`src/core/scs_defs.vh`:
```
/*
  Constants of the conversion sequencer: clock rate, conversion and
  frame timings per speed mode, and serial clock half periods.
  Assumes a single 25 MHz system clock.
*/
`ifndef SCS_DEFS_VH
`define SCS_DEFS_VH

// System clock
`define SCS_CLK_NS              40

// Result width and buffer depth
`define SCS_RES_W               18
`define SCS_FIFO_DEPTH          8

// Speed mode encodings
`define SCS_SPEED_FAST          2'h0
`define SCS_SPEED_NORMAL        2'h1
`define SCS_SPEED_LOWPWR        2'h2

// Longest conversion time per speed mode, ns
`define SCS_T_CONV_FAST_NS      1000
`define SCS_T_CONV_NORMAL_NS    1250
`define SCS_T_CONV_LOWPWR_NS    1500

// Cycles reserved for input sync, result hand-off and serial margin
`define SCS_CONV_MARGIN         8
`define SCS_CONV_FAST_CYC       ((`SCS_T_CONV_FAST_NS / `SCS_CLK_NS) - `SCS_CONV_MARGIN)
`define SCS_CONV_NORMAL_CYC     ((`SCS_T_CONV_NORMAL_NS / `SCS_CLK_NS) - `SCS_CONV_MARGIN)
`define SCS_CONV_LOWPWR_CYC     ((`SCS_T_CONV_LOWPWR_NS / `SCS_CLK_NS) - `SCS_CONV_MARGIN)

// Result enters the buffer this many cycles before the sequencer leaves ST_CONV
`define SCS_PUSH_LEAD           2

// Frame delay after convert start in read-during-convert, ns
`define SCS_T_FRAME_FAST_NS     25
`define SCS_T_FRAME_NORMAL_NS   275
`define SCS_T_FRAME_LOWPWR_NS   525
`define SCS_FRAME_FAST_CYC      ((`SCS_T_FRAME_FAST_NS + `SCS_CLK_NS - 1) / `SCS_CLK_NS)
`define SCS_FRAME_NORMAL_CYC    ((`SCS_T_FRAME_NORMAL_NS + `SCS_CLK_NS - 1) / `SCS_CLK_NS)
`define SCS_FRAME_LOWPWR_CYC    ((`SCS_T_FRAME_LOWPWR_NS + `SCS_CLK_NS - 1) / `SCS_CLK_NS)

// Least serial clock high time per divider setting, ns
`define SCS_T_HIGH_DIV0_NS      12
`define SCS_T_HIGH_DIV1_NS      22
`define SCS_T_HIGH_DIV2_NS      50
`define SCS_T_HIGH_DIV3_NS      100
`define SCS_HALF_DIV0_CYC       ((`SCS_T_HIGH_DIV0_NS + `SCS_CLK_NS - 1) / `SCS_CLK_NS)
`define SCS_HALF_DIV1_CYC       ((`SCS_T_HIGH_DIV1_NS + `SCS_CLK_NS - 1) / `SCS_CLK_NS)
`define SCS_HALF_DIV2_CYC       ((`SCS_T_HIGH_DIV2_NS + `SCS_CLK_NS - 1) / `SCS_CLK_NS)
`define SCS_HALF_DIV3_CYC       ((`SCS_T_HIGH_DIV3_NS + `SCS_CLK_NS - 1) / `SCS_CLK_NS)

`endif

```
`src/core/scs_sequencer.v`:
```
/*
  Conversion sequencer of an 18-bit SAR converter: convert start
  handling, busy timing, result buffer to a parallel port and the
  serial master port. Assumes pins arrive asynchronously and the SAR
  core presents its code on i_conv_code in the system clock domain.
*/
`timescale 1ns/1ps
`include "scs_defs.vh"

////////////////////////////////////////////////////////////////////////////////
// Result buffer
module scs_fifo #(
  parameter W  = 18,
  parameter D  = 8,
  parameter AW = 3
) (
  // Clock and reset
  input  wire          i_sys_clk,
  input  wire          i_rst_b,
  // Fill side
  input  wire          i_wr_valid,
  output wire          o_wr_ready,
  input  wire [W-1:0]  i_wr_data,
  // Drain side
  output wire          o_rd_valid,
  input  wire          i_rd_ready,
  output wire [W-1:0]  o_rd_data
);
  reg  [W-1:0] mem [0:D-1];
  reg  [AW-1:0] wr_ptr_ff;
  reg  [AW-1:0] rd_ptr_ff;
  reg  [AW:0]   count_ff;
  wire          push;
  wire          pop;

  assign o_wr_ready = (count_ff != D[AW:0]);
  assign o_rd_valid = (count_ff != {(AW+1){1'b0}});
  assign o_rd_data  = mem[rd_ptr_ff];
  assign push       = i_wr_valid & o_wr_ready;
  assign pop        = o_rd_valid & i_rd_ready;

  always @(posedge i_sys_clk) begin
    if (push) begin
      mem[wr_ptr_ff] <= i_wr_data;
    end
  end

  always @(posedge i_sys_clk) begin
    if (!i_rst_b) begin
      wr_ptr_ff <= {AW{1'b0}};
      rd_ptr_ff <= {AW{1'b0}};
      count_ff  <= {(AW+1){1'b0}};
    end else begin
      if (push) begin
        wr_ptr_ff <= wr_ptr_ff + 1'b1;
      end
      if (pop) begin
        rd_ptr_ff <= rd_ptr_ff + 1'b1;
      end
      if (push && !pop) begin
        count_ff <= count_ff + 1'b1;
      end else if (pop && !push) begin
        count_ff <= count_ff - 1'b1;
      end
    end
  end
endmodule // scs_fifo

////////////////////////////////////////////////////////////////////////////////
module scs_sequencer (
  // Clock and reset
  input  wire                   i_sys_clk,
  input  wire                   i_rst_b,
  // Host pins
  input  wire                   i_convert_start_n,
  input  wire [1:0]             i_speed_mode,
  input  wire                   i_serial_master,
  input  wire                   i_read_after_convert,
  input  wire [1:0]             i_serial_clock_divider,
  // SAR core
  input  wire [`SCS_RES_W-1:0]  i_conv_code,
  // Status
  output wire                   o_busy,
  output wire                   o_acquiring,
  // Parallel result port
  output wire [`SCS_RES_W-1:0]  o_par_data,
  output wire                   o_par_valid,
  input  wire                   i_par_ready,
  // Serial master port
  output wire                   o_serial_clock,
  output wire                   o_frame_sync,
  output wire                   o_serial_result_out
);
  localparam ST_IDLE = 2'h0;
  localparam ST_CONV = 2'h1;
  localparam ST_SER  = 2'h2;

  localparam NSYNC = 7;

  // Timing counts, cut to the widths of the counters that hold them
  localparam [31:0] CONV_FAST_W   = `SCS_CONV_FAST_CYC;
  localparam [31:0] CONV_NORMAL_W = `SCS_CONV_NORMAL_CYC;
  localparam [31:0] CONV_LOWPWR_W = `SCS_CONV_LOWPWR_CYC;
  localparam [31:0] FRAME_FAST_W  = `SCS_FRAME_FAST_CYC;
  localparam [31:0] FRAME_NORM_W  = `SCS_FRAME_NORMAL_CYC;
  localparam [31:0] FRAME_LOWP_W  = `SCS_FRAME_LOWPWR_CYC;
  localparam [31:0] HALF_DIV0_W   = `SCS_HALF_DIV0_CYC;
  localparam [31:0] HALF_DIV1_W   = `SCS_HALF_DIV1_CYC;
  localparam [31:0] HALF_DIV2_W   = `SCS_HALF_DIV2_CYC;
  localparam [31:0] HALF_DIV3_W   = `SCS_HALF_DIV3_CYC;
  localparam [31:0] PUSH_LEAD_W   = `SCS_PUSH_LEAD;

  // Pin synchronisers: stage 1 feeds stage 2 only
  reg  [NSYNC-1:0]        sync1_ff;
  reg  [NSYNC-1:0]        sync2_ff;
  reg                     cnv_d_ff;
  wire                    cnv_s;
  wire [1:0]              speed_s;
  wire                    master_s;
  wire                    rac_s;
  wire [1:0]              div_s;
  wire                    start_fall;

  reg  [1:0]              state_ff;
  reg  [1:0]              nxt_state;
  reg  [5:0]              elap_ff;
  reg  [5:0]              conv_len_ff;
  reg  [5:0]              frame_at_ff;
  reg  [1:0]              half_len_ff;
  reg                     master_ff;
  reg                     rac_ff;
  reg                     busy_ff;
  reg                     acq_ff;
  reg  [`SCS_RES_W-1:0]   result_ff;

  reg                     sh_active_ff;
  reg  [`SCS_RES_W-1:0]   sh_reg_ff;
  reg  [4:0]              sh_bit_ff;
  reg  [1:0]              sh_half_ff;
  reg                     sclk_ff;
  reg                     frame_ff;
  reg                     sdo_ff;
  reg                     sh_start;
  reg  [`SCS_RES_W-1:0]   sh_load;

  reg  [`SCS_RES_W-1:0]   par_data_ff;
  reg                     par_valid_ff;
  wire                    fifo_wr_ready;
  wire                    fifo_rd_valid;
  wire [`SCS_RES_W-1:0]   fifo_rd_data;
  wire                    fifo_rd_ready;
  wire                    push;

  //////////////////////////////////////////////////////////////////////////////
  // Input synchronisers
  always @(posedge i_sys_clk) begin
    if (!i_rst_b) begin
      sync1_ff <= 7'h7F;
      sync2_ff <= 7'h7F;
      cnv_d_ff <= 1'b1;
    end else begin
      sync1_ff <= {i_convert_start_n, i_speed_mode, i_serial_master,
                   i_read_after_convert, i_serial_clock_divider};
      sync2_ff <= sync1_ff;
      cnv_d_ff <= cnv_s;
    end
  end

  assign cnv_s      = sync2_ff[6];
  assign speed_s    = sync2_ff[5:4];
  assign master_s   = sync2_ff[3];
  assign rac_s      = sync2_ff[2];
  assign div_s      = sync2_ff[1:0];
  assign start_fall = cnv_d_ff & ~cnv_s;

  //////////////////////////////////////////////////////////////////////////////
  // Conversion sequencing
  assign push = (state_ff == ST_CONV) &&
                (elap_ff == conv_len_ff - 6'd1 - PUSH_LEAD_W[5:0]);

  always @* begin
    nxt_state = state_ff;
    sh_start  = 1'b0;
    sh_load   = result_ff;
    case (state_ff)
      ST_IDLE: begin
        if (start_fall && fifo_wr_ready) begin
          nxt_state = ST_CONV;
        end
      end
      ST_CONV: begin
        if (master_ff && !rac_ff && elap_ff == frame_at_ff - 6'd1) begin
          sh_start = 1'b1;
        end
        if (elap_ff == conv_len_ff - 6'd1) begin
          if (master_ff && rac_ff) begin
            nxt_state = ST_SER;
            sh_start  = 1'b1;
          end else begin
            nxt_state = ST_IDLE;
          end
        end
      end
      ST_SER: begin
        if (!sh_active_ff && !sh_start) begin
          nxt_state = ST_IDLE;
        end
      end
      default: begin
        nxt_state = ST_IDLE;
      end
    endcase
  end

  always @(posedge i_sys_clk) begin
    if (!i_rst_b) begin
      state_ff    <= ST_IDLE;
      elap_ff     <= 6'h00;
      conv_len_ff <= 6'h00;
      frame_at_ff <= 6'h00;
      half_len_ff <= 2'h1;
      master_ff   <= 1'b0;
      rac_ff      <= 1'b0;
      busy_ff     <= 1'b0;
      acq_ff      <= 1'b0;
      result_ff   <= {`SCS_RES_W{1'b0}};
    end else begin
      state_ff <= nxt_state;
      busy_ff  <= (nxt_state != ST_IDLE);
      acq_ff   <= (nxt_state == ST_IDLE);
      if (state_ff == ST_CONV) begin
        elap_ff <= elap_ff + 6'd1;
      end else begin
        elap_ff <= 6'h00;
      end
      if (push) begin
        result_ff <= i_conv_code;
      end
      if (state_ff == ST_IDLE && nxt_state == ST_CONV) begin
        master_ff <= master_s;
        rac_ff    <= rac_s;
        case (speed_s)
          `SCS_SPEED_NORMAL: begin
            conv_len_ff <= CONV_NORMAL_W[5:0];
            frame_at_ff <= FRAME_NORM_W[5:0];
          end
          `SCS_SPEED_LOWPWR: begin
            conv_len_ff <= CONV_LOWPWR_W[5:0];
            frame_at_ff <= FRAME_LOWP_W[5:0];
          end
          default: begin
            conv_len_ff <= CONV_FAST_W[5:0];
            frame_at_ff <= FRAME_FAST_W[5:0];
          end
        endcase
        case (div_s)
          2'h1:    half_len_ff <= HALF_DIV1_W[1:0];
          2'h2:    half_len_ff <= HALF_DIV2_W[1:0];
          2'h3:    half_len_ff <= HALF_DIV3_W[1:0];
          default: half_len_ff <= HALF_DIV0_W[1:0];
        endcase
      end
    end
  end

  //////////////////////////////////////////////////////////////////////////////
  // Serial master shifter: data changes on falling clock, host samples rising
  always @(posedge i_sys_clk) begin
    if (!i_rst_b) begin
      sh_active_ff <= 1'b0;
      sh_reg_ff    <= {`SCS_RES_W{1'b0}};
      sh_bit_ff    <= 5'h00;
      sh_half_ff   <= 2'h0;
      sclk_ff      <= 1'b0;
      frame_ff     <= 1'b0;
      sdo_ff       <= 1'b0;
    end else if (sh_start) begin
      sh_active_ff <= 1'b1;
      sh_reg_ff    <= sh_load;
      sdo_ff       <= sh_load[`SCS_RES_W-1];
      sh_bit_ff    <= 5'h00;
      sh_half_ff   <= half_len_ff - 2'h1;
      sclk_ff      <= 1'b0;
      frame_ff     <= 1'b1;
    end else if (sh_active_ff) begin
      if (sh_half_ff == 2'h0) begin
        sh_half_ff <= half_len_ff - 2'h1;
        sclk_ff    <= ~sclk_ff;
        if (sclk_ff) begin
          if (sh_bit_ff == 5'd17) begin
            sh_active_ff <= 1'b0;
            frame_ff     <= 1'b0;
          end else begin
            sh_bit_ff <= sh_bit_ff + 5'd1;
            sh_reg_ff <= {sh_reg_ff[`SCS_RES_W-2:0], 1'b0};
            sdo_ff    <= sh_reg_ff[`SCS_RES_W-2];
          end
        end
      end else begin
        sh_half_ff <= sh_half_ff - 2'h1;
      end
    end
  end

  //////////////////////////////////////////////////////////////////////////////
  // Result buffer and parallel output stage
  scs_fifo #(
    .W  (`SCS_RES_W),
    .D  (`SCS_FIFO_DEPTH),
    .AW (3)
  ) u_fifo (
    .i_sys_clk  (i_sys_clk),
    .i_rst_b    (i_rst_b),
    .i_wr_valid (push),
    .o_wr_ready (fifo_wr_ready),
    .i_wr_data  (i_conv_code),
    .o_rd_valid (fifo_rd_valid),
    .i_rd_ready (fifo_rd_ready),
    .o_rd_data  (fifo_rd_data)
  );

  assign fifo_rd_ready = ~par_valid_ff | i_par_ready;

  always @(posedge i_sys_clk) begin
    if (!i_rst_b) begin
      par_data_ff  <= {`SCS_RES_W{1'b0}};
      par_valid_ff <= 1'b0;
    end else if (fifo_rd_ready) begin
      par_valid_ff <= fifo_rd_valid;
      if (fifo_rd_valid) begin
        par_data_ff <= fifo_rd_data;
      end
    end
  end

  assign o_busy              = busy_ff;
  assign o_acquiring         = acq_ff;
  assign o_par_data          = par_data_ff;
  assign o_par_valid         = par_valid_ff;
  assign o_serial_clock      = sclk_ff;
  assign o_frame_sync        = frame_ff;
  assign o_serial_result_out = sdo_ff;
endmodule // scs_sequencer

```
`config.mk`:
```
export PLATFORM = sky130hd
export DESIGN_NAME = scs_sequencer
export DESIGN_NICKNAME = d
export VERILOG_FILES = /design/src/core/scs_sequencer.v
export VERILOG_INCLUDE_DIRS = /design/src /design/src/core
export SDC_FILE = /design/constraint.sdc
export NUM_CORES = 1
export LEC_CHECK = 0
export BUFFER_PORTS_ARGS = -buffer_cell sky130_fd_sc_hd__buf_2
export CAP_MARGIN = 20
export CELL_PAD_IN_SITES_DETAIL_PLACEMENT = 0
export CELL_PAD_IN_SITES_GLOBAL_PLACEMENT = 2
export CORE_UTILIZATION = 47
export CTS_CLUSTER_DIAMETER = 30
export DETAILED_ROUTE_END_ITERATION = 6
export PLACE_DENSITY_LB_ADDON = 0.25
export SYNTH_ARGS = -nofsm -noshare
export SYNTH_HDL_FRONTEND = slang
export SYNTH_HIERARCHICAL = 1
export SYNTH_SLANG_ARGS = --single-unit
```
`constraint.sdc`:
```
create_clock -name i_sys_clk -period 8 [get_ports i_sys_clk]
set_clock_uncertainty 0.2 [all_clocks]
set_input_delay 1.6 -clock i_sys_clk [delete_from_list [all_inputs] [get_ports i_sys_clk]]
set_output_delay 1.6 -clock i_sys_clk [all_outputs]
set_load 0.01 [all_outputs]
```
# ---- Word-level counts from Yosys, hierarchy flattened
# Memories as Yosys holds them, arrays and structs flattened. A register that Yosys moved wholly into a read port is not among the register bits.
# Index checks and enable logic that the tools add are counted.
dict set report classes {
  addsub 11
  n_mul 0
  div_mod_pow 0
  magnitude_cmp 0
  n_eq_ne 13
  n_shift 0
  muxes 39
  bitwise_logic 9
  reduce_logical 29
}
# op count
set op_table {}
lappend op_table {{two-way mux 17 bit} 5}
lappend op_table {{two-way mux 1 bit} 21}
lappend op_table {{== test 6 bit} 3}
lappend op_table {{one-hot mux 4 bit (2 select lines)} 2}
lappend op_table {{two-way mux 2 bit} 7}
lappend op_table {{AND reduction 4 bit} 3}
lappend op_table {{nonzero test 2 bit} 6}
lappend op_table {{subtractor 6 x 1 -> 6 bit (second input constant)} 2}
lappend op_table {{== test 2 bit (second input constant)} 4}
lappend op_table {{logical AND 1 bit} 8}
lappend op_table {{two-way mux 4 bit} 2}
lappend op_table {{adder 3 x 1 -> 3 bit (second input constant)} 2}
lappend op_table {{adder 6 x 1 -> 6 bit (second input constant)} 1}
lappend op_table {{== test 2 x 1 -> 1 bit (second input constant)} 3}
lappend op_table {{zero test 2 bit} 3}
lappend op_table {{one-hot mux 2 bit (3 select lines)} 1}
lappend op_table {{AND reduction 2 bit} 3}
lappend op_table {{subtractor 6 x 2 -> 6 bit (second input constant)} 1}
lappend op_table {{adder 5 x 1 -> 5 bit (second input constant)} 1}
lappend op_table {{== test 5 bit (second input constant)} 1}
lappend op_table {{NOT 1 bit} 5}
lappend op_table {{adder 4 x 1 -> 4 bit (second input constant)} 1}
lappend op_table {{zero test 1 bit} 4}
lappend op_table {{!= test 4 bit (second input constant)} 1}
lappend op_table {{other kinds (8)} 11}
dict set report word_totals {
  register_bits 98
  latch_bits 0
  ram_bits 144
  mem_bits_ro 0
  in_bits 28
  out_inout_bits 24
  memories 1
}
# memory words word_bits read_ports rd_ports_with_merged_regs wr line
set mem_list {}
lappend mem_list {u_fifo.mem 8 18 1 1 1 scs_sequencer.v:29} ;# reg [W-1:0] mem [0:D-1];

# ---- Longest topological paths before layout
dict set report logic_depth {
  ltp_word 9
  ltp_mapped 22
}

# ---- Cells and area by module
# The synthesis kept the hierarchy.
# mod n_inst cells_per_inst area_per_inst_um2 seq_area_each_um2
set by_module_without_submodules {}
lappend by_module_without_submodules {scs_fifo 1 281 6213.5 4584.4}
lappend by_module_without_submodules {scs_sequencer 1 471 4275.4 1981.9}

# ---- Worst setup path after synthesis
# No wires, ideal clock.
dict set report synth_path {
  path_kind {register -> register}
  startpoint {register conv_len_ff[0]}
  endpoint {memory u_fifo.mem[0][0], enable pin}
  arrival_time_ps 4144
  setup_slack_ps 3216
  stages_incl_launch_ff 16
  n_path_buf 4
  synth_period_minus_slack_ps 4784
  cell_sequence {dfxtp_1 -> buf_6 -> inv_1 -> ha_1 -> buf_4 -> xnor2_1 -> ha_1 -> nand2b_1 -> a32oi_1 -> o22ai_1 -> xor2_1 -> a311oi_2 -> buf_6 -> buf_12 -> nand2_4 -> nor4_1}
}
dict set report synth_via {
  elab_chain_len 7
}
# element line
set synth_lines {}
lappend synth_lines {{from (decl)} scs_sequencer.v:127} ;# reg [5:0] conv_len_ff;
lappend synth_lines {{from (signal assigned)} scs_sequencer.v:244} ;# conv_len_ff <= CONV_NORMAL_W[5:0];
lappend synth_lines {{from (signal assigned)} scs_sequencer.v:248} ;# conv_len_ff <= CONV_LOWPWR_W[5:0];
lappend synth_lines {{from (signal assigned)} scs_sequencer.v:252} ;# conv_len_ff <= CONV_FAST_W[5:0];
lappend synth_lines {{subtractor 6 x 1 -> 6 bit} scs_sequencer.v:179} ;# (elap_ff == conv_len_ff - 6'd1 - PUSH_LEAD_W[5:0]);
lappend synth_lines {{subtractor 6 x 2 -> 6 bit} scs_sequencer.v:179}
lappend synth_lines {{== test 6 bit} scs_sequencer.v:179}
lappend synth_lines {{logical AND 1 bit} scs_sequencer.v:178} ;# assign push = (state_ff == ST_CONV) &&
lappend synth_lines {{named net push} scs_sequencer.v:152} ;# wire push;
lappend synth_lines {{AND 1 bit} scs_sequencer.v:39} ;# assign push = i_wr_valid & o_wr_ready;
lappend synth_lines {{two-way mux 1 bit} scs_sequencer.v:43} ;# if (push) begin
lappend synth_lines {{two-way mux 1 bit (implied by the code)} scs_sequencer.v:44} ;# mem[wr_ptr_ff] <= i_wr_data;
lappend synth_lines {{to (decl)} scs_sequencer.v:29}
# The timed path passes the listed nets, and every way through them passes these cells.

# ---- Worst setup path after layout
dict set report layout_path {
  startpoint {register conv_len_ff[0]}
  endpoint {register u_fifo.count_ff[3]}
}
dict set report layout_via {
  elab_chain_len 8
  word_cells_on_any_way 10
}
# element line
set layout_lines {}
lappend layout_lines {{subtractor 6 x 1 -> 6 bit *} scs_sequencer.v:179}
lappend layout_lines {{subtractor 6 x 2 -> 6 bit *} scs_sequencer.v:179}
lappend layout_lines {{== test 6 bit *} scs_sequencer.v:179}
lappend layout_lines {{logical AND 1 bit *} scs_sequencer.v:178}
lappend layout_lines {{AND 1 bit *} scs_sequencer.v:39}
lappend layout_lines {{named net u_fifo.push} scs_sequencer.v:33} ;# wire push;
lappend layout_lines {{zero test 1 bit} scs_sequencer.v:62} ;# end else if (pop && !push) begin
lappend layout_lines {{logical AND 1 bit} scs_sequencer.v:62}
lappend layout_lines {{nonzero test 2 bit (no line)} --}
lappend layout_lines {{to (signal assigned)} scs_sequencer.v:52} ;# count_ff <= {(AW+1){1'b0}};
lappend layout_lines {{to (signal assigned)} scs_sequencer.v:61} ;# count_ff <= count_ff + 1'b1;
lappend layout_lines {{to (signal assigned)} scs_sequencer.v:63} ;# count_ff <= count_ff - 1'b1;
lappend layout_lines {{to (decl)} scs_sequencer.v:32} ;# reg [AW:0] count_ff;
# The timed path passes the listed nets; every way through them passes the cells marked *.
# A chain may end at the register's enable or synchronous reset.

==> results.yml <==
clocking:
  cts_resized: 0
  ctsHoldBuffers: 0
  cts.htree.levels: 2
  cts_sinks: 256
  post_cts_buffers: 0
  clock_path_buffers: 3
  clk_latency_ps: 540
  cts-root-buf: "clkbuf_16"
  clk_pin_slew_ps: 40
  cts_made_buffers: 53
  cts_tree: "done"
synthesis:
  synth_area_um2: 10500
  yosysWarnings: 6
  ys_async_sr_fraction_pct: 0
  synthDistinctLibCells: 64
  synth_top_area_share_pct: 41.2
  avgSynthCellArea_um2: 13.9
  yosysSeqAreaShare_pct: 62.6
  synth_nets: 796
  synth-main-ff-cell: "edfxtp_1"
  synth_top_area_cell: "edfxtp_1"
  synth_cells: 752
  synth_edf_count: 144
  synth.area.top_cells: "edfxtp_1 41%, dfxtp_1 21%, mux4_1 8.8%, mux2_2 3.8%, nand2_1 3.1%"
  ys_ff_latch: 256
global_routing:
  overflow: 0
  grt_pass1_vias: 6196
  grt_antenna_before_repair: 0
  grt_pass1_wl_um: 32400
  grtUsageTotal_pct: 18.6
  grt_max_degree: 86
cells_and_area:
  num_antenna_cells: 0
  nets: 871
  fin_util_pct: 58.8
  layout-drive-gt1-share_pct: 24.2
  area_delta_synth_final_pct: 22.4
place:
  gp_congestion: 0.757
  dpl.hpwl_um: 12400
  portBuffers: 51
floorplan:
  rows: 54
  die_area_um2: 22900
  core_um2: 21800
  io_pins: 52
  die_w_um: 151
  initial_core_util_pct: 48.1
  die_height_um: 151
power_and_ir_drop:
  power_density_nw_per_um2: 334
  p_leak_uw: 0.00467
  peakVddDrop_v: 0.000215
routing:
  drt_first_pass_iters: 5
  wl_um: 20300
  vias_per_cell: 5.30
  drt_drc_violations_left: 0
  drt_iter0_markers: 347
  dr_total_vias: 6100
  ant_nets: 0
  wl_per_cell_um: 17.6
worst_setup_path:
  crit_family: "compound AO/OA/AOI/OAI gates"
  slowest_delay_ps: 480
  startpoint_type: "flip-flop"
  r2r-start: "conv_len_ff[0]"
  critPathMaxFanout: 22
  cpMostUsedCell: "ha_1"
  critPathLaunch: "conv_len_ff[0]"
  path_cells: "inv_1, ha_1, xnor2_1, ha_1, nand2b_1, a32oi_1, o22ai_1, xor2_1, a311oi_4, buf_4, nand2_4, inv_1, ha_1, inv_1, ha_1, a21oi_1, a211oi_1, a31oi_1, mux2i_1"
  path_class: "reg -> reg"
  worst-path-buf-inv: 4
  end_kind: "flip-flop"
  slowest_stage: "dfxtp_1"
  critPathArrivalTime_ps: 4740
  cp.required_ps: 8250
sta:
  rsz0062_at_grt: "false"
  max_freq_ghz: 0.223
  worstMarginPinSlew_ps: 1020
  setup_viol: 0
  fin_crit_sh_pct: 56.1
  final_hold_viol_count: 0
  timing.setup.tns_ps: 0
  slew_violations: 0
  slew_headroom_pct: 32.1
  min_period_ps: 4490
worst_hold_path:
  hp-class: "reg -> reg"
  min_from: "sync1_ff[6]"
job:
  drv_cap: 0
run_status:
  status: "completed"
## flip-flops by register name, summed over array words and instances (netlist names), 2 cells and up, named ones only
name / cells
frame_at_ff: 2
sh_reg_ff: 17
sh_half_ff: 2
sync2_ff: 7
u_fifo/count_ff: 4
state_ff: 2
u_fifo/mem: 144
half_len_ff: 2
u_fifo/rd_ptr_ff: 3
u_fifo/wr_ptr_ff: 3
sync1_ff: 7
o_par_data: 18
sh_bit_ff: 5
conv_len_ff: 3
elap_ff: 6
result_ff: 18
## cells in the final DEF (no fill, tap or decap), drive strengths merged, types with 2 or more instances in the layout
cell,instances
a211oi,3
a221oi,2
mux4,36
nor2,32
a21boi,2
buf,65
nand4,4
clkinvlp,9
clkinv,17
dfxtp,112
a21oi,26
mux2i,25
nor3,9
and2,10
nand2,89
and3,2
ha,15
nor2b,5
mux2,35
o21a,3
inv,17
bufinv,6
or4,3
edfxtp,144
nand3,27
o21ai,25
nand2b,23
nor4,3
clkbuf,64
nand3b,3
o2111ai,3
xnor2,16
xor2,16
## power by group
part	switching, uW	internal, uW
logic	275	285
registers	82.2	1460
clock network	697	1480
total	1050	3230
## final timing paths
check / to / slack, ps / depth (start not counted)
worst max-delay path: u_fifo/count_ff[3] / 3510 / 19
worst min-delay path: sync2_ff[6] / 190 / 1
worst max register to register: u_fifo/count_ff[3] / 3510 / 19
worst min register to register: sync2_ff[6] / 190 / 1
## synth_stat cells (all sizes together), types with 4 or more instances
cell    count
a21oi      26
and2       10
buf        22
clkbuf     21
dfxtp     112
edfxtp    144
ha         15
inv        13
mux2       35
mux2i      25
mux4       36
nand2      89
nand2b     23
nand3      27
nand4       4
nor2       32
nor2b       5
nor3        9
o21ai      25
xnor2      16
xor2       16
## layout make-up
type                            instances  area [um^2]
Fill cell                            1721         8990
Tap cell                              280          350
Inverter                               14         52.6
Clock inverter                         35          392
Multi-Input combinational cell        437         3650
Sequential cell                       256         6570
Clock buffer                           64         1450
Timing Repair Buffer                   65          373
## worst register-to-register path, delay by kind of cell, from the launching register on
family	cells	cell delay (ps)
mux	1	190
fa+ha+maj	4	1060
flops	1	480
simple gates	2	300
buf+inv	4	680
compound gates	6	1130
xor+xnor	2	360
## cell families (layout without fill, tap and decap cells)
logic type | count (synthesis) | count (layout) | share of synthesized area (%)
compound gates | 74 | 74 | 4.33
xor+xnor | 32 | 32 | 2.67
fa+ha+maj | 16 | 16 | 1.98
buf+inv | 59 | 178 | 3.01
flops | 256 | 256 | 62.6
mux | 96 | 96 | 15.1
simple gates | 219 | 219 | 10.3
## routing by layer
metal | share of wire [%] | up-vias | global-route usage [%]
met5 | 0 | - | 0
met4 | 2.6 | 0 | 7.80
met3 | 5.1 | 42 | 4.37
met2 | 49 | 154 | 31.3
met1 | 43 | 2956 | 23.0
li1 | - | 2948 | -
## through the flow
stage                     cells  total power (uW)  area [um^2]  hold slack [ps]  setup slack (ps)
after floorplan             752              1980        10500              186              3220
after global placement     1051              2110        11000              191              3740
after detailed placement   1051              2130        11000              193              3620
after CTS                  1150              4330        12800              194              3570
after global routing       1151              4480        12800              220              3280
final                      1151              4290        12800              189              3510
No activity file was read; power rests on OpenSTA's default activity.
